File: config.mk
export PLATFORM = sky130hd
export DESIGN_NAME = mmd_map_decoder
export DESIGN_NICKNAME = d
export VERILOG_FILES = /design/src/rtl/mmd_pkg.sv /design/src/rtl/mmd_pin_sync.sv /design/src/rtl/mmd_map_decoder.sv
export SDC_FILE = /design/constraint.sdc
export NUM_CORES = 1
export LEC_CHECK = 0
export BUFFER_PORTS_ARGS = -buffer_cell sky130_fd_sc_hd__buf_2
export CORE_UTILIZATION = 48
export CTS_CLUSTER_SIZE = 8
export DETAILED_ROUTE_END_ITERATION = 8
export PLACE_DENSITY = 0.81
export REMOVE_ABC_BUFFERS = 1
export SETUP_SLACK_MARGIN = 0.5
export SLEW_MARGIN = 20
export SYNTH_ARGS = -nofsm -noshare
export SYNTH_HDL_FRONTEND = slang
export SYNTH_SLANG_ARGS = --single-unit
export TNS_END_PERCENT = 30
File: constraint.sdc
create_clock -name ref_clk -period 1.8 [get_ports ref_clk]
set_input_delay 0.54 -clock ref_clk [delete_from_list [all_inputs] [get_ports ref_clk]]
set_output_delay 0.54 -clock ref_clk [all_outputs]
set_load 0.03 [all_outputs]
File: src/rtl/mmd_pkg.sv
package mmd_pkg;
	localparam int MMD_ADDR_W = 24;
	localparam int MMD_NORM_ADDR_W = 16;
	localparam int MMD_AREA_W = 3;
	localparam int MMD_MODE_W = 4;
	localparam int MMD_SYNC_STAGES = 2;

	// operating mode codes as strapped on the mode pins
	localparam logic [3:0] MMD_MODE_1 = 4'h1;
	localparam logic [3:0] MMD_MODE_2 = 4'h2;
	localparam logic [3:0] MMD_MODE_3 = 4'h3;
	localparam logic [3:0] MMD_MODE_4 = 4'h4;
	localparam logic [3:0] MMD_MODE_5 = 4'h5;
	localparam logic [3:0] MMD_MODE_6 = 4'h6;
	localparam logic [3:0] MMD_MODE_7 = 4'h7;
	localparam logic [3:0] MMD_MODE_10 = 4'ha;
	localparam logic [3:0] MMD_MODE_11 = 4'hb;
	localparam logic [3:0] MMD_MODE_14 = 4'he;
	localparam logic [3:0] MMD_MODE_15 = 4'hf;

	// fixed layout of the top 64 kbytes (low 16 bits of the address)
	localparam logic [15:0] MMD_ROM_NORM_END = 16'hdfff;
	localparam logic [15:0] MMD_RSV_BASE = 16'hec00;
	localparam logic [15:0] MMD_RAM_BASE = 16'hf400;
	localparam logic [15:0] MMD_EXT_MID_BASE = 16'hfc00;
	localparam logic [15:0] MMD_IO_LO_BASE = 16'hfe40;
	localparam logic [15:0] MMD_EXT_HI_BASE = 16'hff08;
	localparam logic [15:0] MMD_IO_HI_BASE = 16'hff28;
	localparam logic [7:0] MMD_ADV_TOP_PAGE = 8'hff;

	// last on-chip rom byte per variant size
	localparam logic [23:0] MMD_ROM_64K_END = 24'h00ffff;
	localparam logic [23:0] MMD_ROM_96K_END = 24'h017fff;
	localparam logic [23:0] MMD_ROM_128K_END = 24'h01ffff;

	typedef enum logic [1:0] {
		MMD_VAR_LARGE = 2'h0,
		MMD_VAR_MID = 2'h1,
		MMD_VAR_SMALL = 2'h3,
		MMD_VAR_SPARE = 2'h2
	} mmd_variant_e;

	typedef struct packed {
		logic rom;
		logic ram;
		logic io;
		logic ext;
		logic rsv;
	} mmd_sel_s;

	typedef struct packed {
		logic valid;
		logic [MMD_ADDR_W-1:0] addr;
	} mmd_req_s;

	typedef struct packed {
		logic valid;
		logic [MMD_ADDR_W-1:0] addr;
		mmd_sel_s sel;
		logic [MMD_AREA_W-1:0] area;
		logic area_valid;
	} mmd_ans_s;
endpackage : mmd_pkg

File: src/rtl/mmd_pin_sync.sv
`timescale 1ns/1ps
module mmd_pin_sync #(
	parameter int W = 6,
	parameter int STAGES = 2
) (
	input wire logic ref_clk,
	input wire logic rstn,
	input wire logic [W-1:0] d,
	output logic [W-1:0] q
);
	import mmd_pkg::*;

	// straps come from pins; only the last stage is ever read
	genvar i;
	generate
		for (i = 0; i < W; i++) begin : g_bit
			logic [STAGES-1:0] chain;
			logic [STAGES-1:0] next_chain;
			always_comb begin
				next_chain = {chain[STAGES-2:0], d[i]};
			end
			always_ff @(posedge ref_clk or negedge rstn) begin
				if (!rstn) begin
					chain <= '0;
				end else begin
					chain <= next_chain;
				end
			end
			assign q[i] = chain[STAGES-1];
		end
	endgenerate
endmodule : mmd_pin_sync

File: src/rtl/mmd_map_decoder.sv
// What this block does
// - modes one to three decode a 16-bit, 64-kbyte address space
// - advanced modes four-seven, ten, eleven, fourteen, fifteen decode 24-bit, 16 Mbytes
// - on-chip rom is 128, 96 or 64 kbytes by variant; the spare strap has none
// - normal modes two and three map at most 56 kbytes of rom
// - modes four-six, ten, fourteen report which of eight areas is hit
// - largest variant upper rom: reserved when extension bit set, rom when clear
// - middle variant upper rom: external (reserved in single-chip) when extension bit set, rom when clear
// - above middle variant rom: external when extension bit set in expanded modes, reserved otherwise
// - expanded modes with ram enable clear send ram range external
// - single-chip modes enable rom and never map external space
// - mode one disables rom, low range external, 8-bit bus
`timescale 1ns/1ps
module mmd_map_decoder (
	input wire logic ref_clk,
	input wire logic rstn,
	input wire logic [mmd_pkg::MMD_MODE_W-1:0] mode_pin,
	input wire logic [1:0] variant_pin,
	input wire mmd_pkg::mmd_req_s req,
	input wire logic rom_extension_select,
	input wire logic ram_enable_bit,
	output mmd_pkg::mmd_ans_s ans,
	output logic bus8_mode,
	output logic mode_bad
);
	import mmd_pkg::*;

	logic [MMD_MODE_W+1:0] pins_s;
	logic [MMD_MODE_W-1:0] mode_s;
	mmd_variant_e variant_s;
	logic normal;
	logic adv;
	logic single;
	logic rom_on;
	logic area_mode;
	logic top;
	logic [MMD_ADDR_W-1:0] a;
	logic [15:0] lo;
	mmd_sel_s sel;
	mmd_ans_s next_ans;
	logic next_bus8_mode;
	logic next_mode_bad;

	// straps cross from pins; logic reads only the synced copy
	mmd_pin_sync #(
		.W(MMD_MODE_W + 2),
		.STAGES(MMD_SYNC_STAGES)
	) u_pin_sync (
		.ref_clk(ref_clk),
		.rstn(rstn),
		.d({mode_pin, variant_pin}),
		.q(pins_s)
	);

	assign mode_s = pins_s[MMD_MODE_W+1:2];
	assign variant_s = mmd_variant_e'(pins_s[1:0]);

	always_comb begin
		normal = mode_s inside {MMD_MODE_1, MMD_MODE_2, MMD_MODE_3};
		adv = mode_s inside {MMD_MODE_4, MMD_MODE_5, MMD_MODE_6, MMD_MODE_7,
			MMD_MODE_10, MMD_MODE_11, MMD_MODE_14, MMD_MODE_15};
		single = mode_s inside {MMD_MODE_3, MMD_MODE_7, MMD_MODE_11,
			MMD_MODE_15};
		rom_on = mode_s inside {MMD_MODE_2, MMD_MODE_3, MMD_MODE_6,
			MMD_MODE_7, MMD_MODE_10, MMD_MODE_11, MMD_MODE_14, MMD_MODE_15};
		area_mode = mode_s inside {MMD_MODE_4, MMD_MODE_5, MMD_MODE_6,
			MMD_MODE_10, MMD_MODE_14};
		// normal modes ignore the upper byte entirely
		a = normal ? {8'h00, req.addr[15:0]} : req.addr;
		lo = a[15:0];
		top = normal || (a[23:16] == MMD_ADV_TOP_PAGE);
		sel = '0;
		if (!normal && !adv) begin
			sel.rsv = 1'b1;
		end else if (top && lo >= MMD_IO_HI_BASE) begin
			sel.io = 1'b1;
		end else if (top && lo >= MMD_EXT_HI_BASE) begin
			sel.ext = !single;
			sel.rsv = single;
		end else if (top && lo >= MMD_IO_LO_BASE) begin
			sel.io = 1'b1;
		end else if (top && lo >= MMD_EXT_MID_BASE) begin
			sel.ext = !single;
			sel.rsv = single;
		end else if (top && lo >= MMD_RAM_BASE) begin
			// single-chip has no bus, so a disabled ram reads as reserved
			sel.ram = ram_enable_bit;
			sel.ext = !ram_enable_bit && !single;
			sel.rsv = !ram_enable_bit && single;
		end else if (top && lo >= MMD_RSV_BASE) begin
			sel.rsv = 1'b1;
		end else if (normal) begin
			if (rom_on && lo <= MMD_ROM_NORM_END) begin
				// spare strap has no rom fitted, so the range reads reserved
				sel.rom = variant_s != MMD_VAR_SPARE;
				sel.rsv = variant_s == MMD_VAR_SPARE;
			end else begin
				sel.ext = !single;
				sel.rsv = single;
			end
		end else if (rom_on && a <= MMD_ROM_64K_END) begin
			sel.rom = variant_s != MMD_VAR_SPARE;
			sel.rsv = variant_s == MMD_VAR_SPARE;
		end else if (rom_on && variant_s == MMD_VAR_LARGE &&
			a <= MMD_ROM_128K_END) begin
			sel.rom = !rom_extension_select;
			sel.rsv = rom_extension_select;
		end else if (rom_on && variant_s == MMD_VAR_MID &&
			a <= MMD_ROM_96K_END) begin
			sel.rom = !rom_extension_select;
			sel.ext = rom_extension_select && !single;
			sel.rsv = rom_extension_select && single;
		end else if (rom_on && variant_s == MMD_VAR_MID &&
			a <= MMD_ROM_128K_END) begin
			sel.ext = rom_extension_select && !single;
			sel.rsv = !rom_extension_select || single;
		end else begin
			sel.ext = !single;
			sel.rsv = single;
		end
		next_ans = '0;
		if (req.valid) begin
			next_ans.valid = 1'b1;
			next_ans.addr = a;
			// reserved hits carry only the rsv flag, no select
			next_ans.sel = sel;
			next_ans.area = a[23:21];
			next_ans.area_valid = area_mode;
		end
		next_bus8_mode = mode_s inside {MMD_MODE_1, MMD_MODE_2};
		next_mode_bad = !normal && !adv;
	end

	always_ff @(posedge ref_clk or negedge rstn) begin
		if (!rstn) begin
			ans <= '0;
			bus8_mode <= 1'b0;
			mode_bad <= 1'b0;
		end else begin
			ans <= next_ans;
			bus8_mode <= next_bus8_mode;
			mode_bad <= next_mode_bad;
		end
	end
endmodule : mmd_map_decoder

==> out/results.ini <==
[sta]
clock.fmax_mhz=662.6
setup-tns-final_ps=0
timing.final.setup_violations=0
period_share_pct=83.84
timing.final.hold_violations=0
max-slew-margin-rel_pct=68.61
maxSlewViolCount=0
finClkSkew_ps=7.364
layout_min_cycle_time_ps=1509
tightest_slew_ps=470.8
rsz_0062_raised_after_global_routing=yes
worst_slack_ps=290.9

[placed_design]
numPortBuffers=70
post-dp-hpwl_microns=2912
pre_cts_slack_ps=43.91
place.gp.congestion=0.8365

[global_routing]
grt_overflow_total=0
grt_pass1_wl_microns=7044
antenna_found_initial=0
pin_count_of_the_biggest_net_entering_global_routing=26
grt.total_usage_pct=22.71
vias_in_the_first_global_route=1541

[floorplan]
std_cell_rows=22
effective_utilization_at_floorplan_pct=50.80
design.die.area_sq_um=4218
die_h_microns=64.95
num_io_pins=71
fp.dieW_microns=64.95
floorplan.core_area_sq_um=3744

[critical_path]
cp.buffers_inverters=0
critical-path-slowest-cell=dfrtp_2
cp_max_fanout=4
critical_path.cell_chain=and3b_1 -> or2_0 -> a31oi_1 -> a21oi_2 -> o32ai_1 -> nor2b_2
setup.worst_path.end_class=flip-flop
crit_path_start_kind=flip-flop
timing.critical_path.slowest_cell_delay_ps=440
cp.required_ps=2030
worst_ep_arrival_time_ps=1740
worst_path_dominant_cell_family=simple AND/OR/NAND/NOR gates
timing.setup.critical_path_class=flip-flop to flip-flop

[cells_and_area]
post_layout_net_count=284
antenna-diode-count=0
drive_gt1_share_pct=47.60
area.growth.synth_to_final_pct=36.32

[flow_run]
max_cap_violations=0

[clocking]
clock-sinks=45
clock_latency_ps=290
cts_root_buf=clkbuf_8
cts.hold.buffers_added=0
cts.clk_slew.worst_paths_ps=80
buffer_levels_on_the_longest_clock_path=2
tritoncts=done
cts_made_buffers=5
htree_num_levels=2

[routing]
drtAntennaViolNets=0
avgViaCountPerCell=5.248
wirelength_microns=4399
detail_route.drc_violations=0
number_of_drc_markers_after_the_initial_detailed_route_iteration=94
routed-via-count=1564
routedWlPerCell_microns=14.76
drt-pass1-iter-count=4

[pwr]
power-per-cell-area_nw_per_um2=798.4
p_leak_nw=1.294
vdd_drop_max_mv=0.5239

[worst_hold_path]
worst_hold_path_type=input pin to asynchronous set/reset pin

[synthesis]
post_synth_instance_area_sq_um=1902
yosys_warnings=0
synth_sequential_area_ratio_pct=59.21
postSynthAreaPerCell_sq_um=11.39
post_synth_num_cell_types=43
synth-seq-cells=45
syn_inst=167

[status]
status=complete, no violations

## worst paths after layout
| path | start | to | depth (start not counted) | slack, ps |
|---|---|---|---|---|
| worst min register to register | u_pin_sync.g_bit[3].chain[0] | u_pin_sync.g_bit[3].chain[1] | 0 | 350 |
| worst max-delay path | u_pin_sync.g_bit[0].chain[1] | ans[8] | 6 | 290 |
| min in group ref_clk | variant_pin[0] | u_pin_sync.g_bit[0].chain[0] | 1 | 340 |
| max in group asynchronous | rstn | u_pin_sync.g_bit[5].chain[1] | 2 | 1100 |
| worst min-delay path | rstn | ans[9] | 1 | 190 |
| worst max register to register | u_pin_sync.g_bit[0].chain[1] | ans[8] | 6 | 290 |
## routing by layer
layer / track usage [%] / routed length, microns / vias up
met5: 0 / 0 / -
met4: 10.83 / 93 / 0
met3: 6.162 / 258 / 9
met2: 39.45 / 2318 / 64
met1: 25.55 / 1729 / 746
li1: - / - / 745
## synthesized netlist by cell type, drive strengths merged
library cell  instances  area share [%]
mux2i                 1            0.53
and3                  9             3.0
and2                 16             5.3
nand4                 3            0.99
and4bb                1            0.66
a311o                 2             1.1
xnor2                 1            0.46
dfrtp                45              59
nor3b                 1            0.39
inv                   2            0.39
o21ai                 9             2.4
nor3                  3             1.4
a21oi                14             3.7
or2                   2            0.66
a31oi                 2            0.66
nor2b                 3            0.99
nor4                  1            0.66
maj3                  1            0.53
clkbuf                5            0.99
o31ai                 2            0.79
nor2                  9             2.4
nand3                 4             1.1
o32a                  1             1.2
a21boi                1            0.39
or3                   2            0.66
nand4b                1            0.46
nand2                12             2.8
buf                   7             2.9
o211ai                1            0.39
or3b                  1            0.46
nor4b                 1            0.79
a22o                  1            0.46
and4b                 1            0.53
and3b                 1            0.46
o32ai                 1            0.46
## registers in the layout, summed over array words and instances, names as in the netlist
signal	count
u_pin_sync.g_bit.chain	12
bus8_mode	1
ans	31
mode_bad	1
## stage by stage
stage	hold slack, ps	util (%)	total power, mW	area [sq um]	std cells
CTS	195.0	67.21	2.070	2516	297
global route	225.3	69.25	2.164	2592	298
detailed placement	336.4	60.93	1.427	2281	277
finish	185.7	69.25	2.070	2592	298
global placement	331.6	60.93	1.421	2281	277
floorplan	244.4	-	1.275	1828	155
## report_power, final
group / leakage, nW / switching, mW / total (mW) / internal [mW]
Clock: 0.0439 / 0.337 / 0.605 / 0.268
Sequential: 0.564 / 0.0265 / 1.09 / 1.06
Combinational: 0.685 / 0.227 / 0.378 / 0.151
## repair_timing
item / CTS / global route
gates resized for setup: 20 / 28
buffers inserted: 12 / 1
setup endpoints to repair: 49 / 44
pin swaps: 17 / 2
## cell type report
| type | instances | area (sq um) |
|---|---|---|
| well taps | 48 | 60.06 |
| clock buffers | 5 | 68.82 |
| inverters | 2 | 7.507 |
| clock inverters | 3 | 17.52 |
| multi-input cells | 108 | 752.0 |
| fillers | 298 | 1151 |
| repair buffers | 87 | 554.3 |
| flip-flops and latches | 45 | 1132 |
## placed cells by master (no fill, tap or decap), types with 3 or more instances in the layout
cell type,synthesis,final
a21oi_1,14,12
and2_1,16,16
and3_1,9,9
buf_2,2,61
buf_4,3,14
buf_6,2,11
clkbuf_8,0,5
dfrtp_1,45,40
dfrtp_2,0,5
nand2_1,11,10
nand3_1,4,3
nand4_1,3,3
nor2_1,6,6
o21ai_0,7,5
o21ai_1,2,3
## kinds of logic (layout without fill, tap and decap cells)
| group | count (synthesis) | after routing | synth area share (%) |
|---|---|---|---|
| simple gates | 71 | 71 | 23.55 |
| flops | 45 | 45 | 59.21 |
| compound gates | 34 | 34 | 11.45 |
| buf+inv | 14 | 97 | 4.276 |
| fa+ha+maj | 1 | 1 | 0.5263 |
| xor+xnor | 1 | 1 | 0.4606 |
| mux | 1 | 1 | 0.5263 |
No activity file was read; power rests on OpenSTA's default activity.
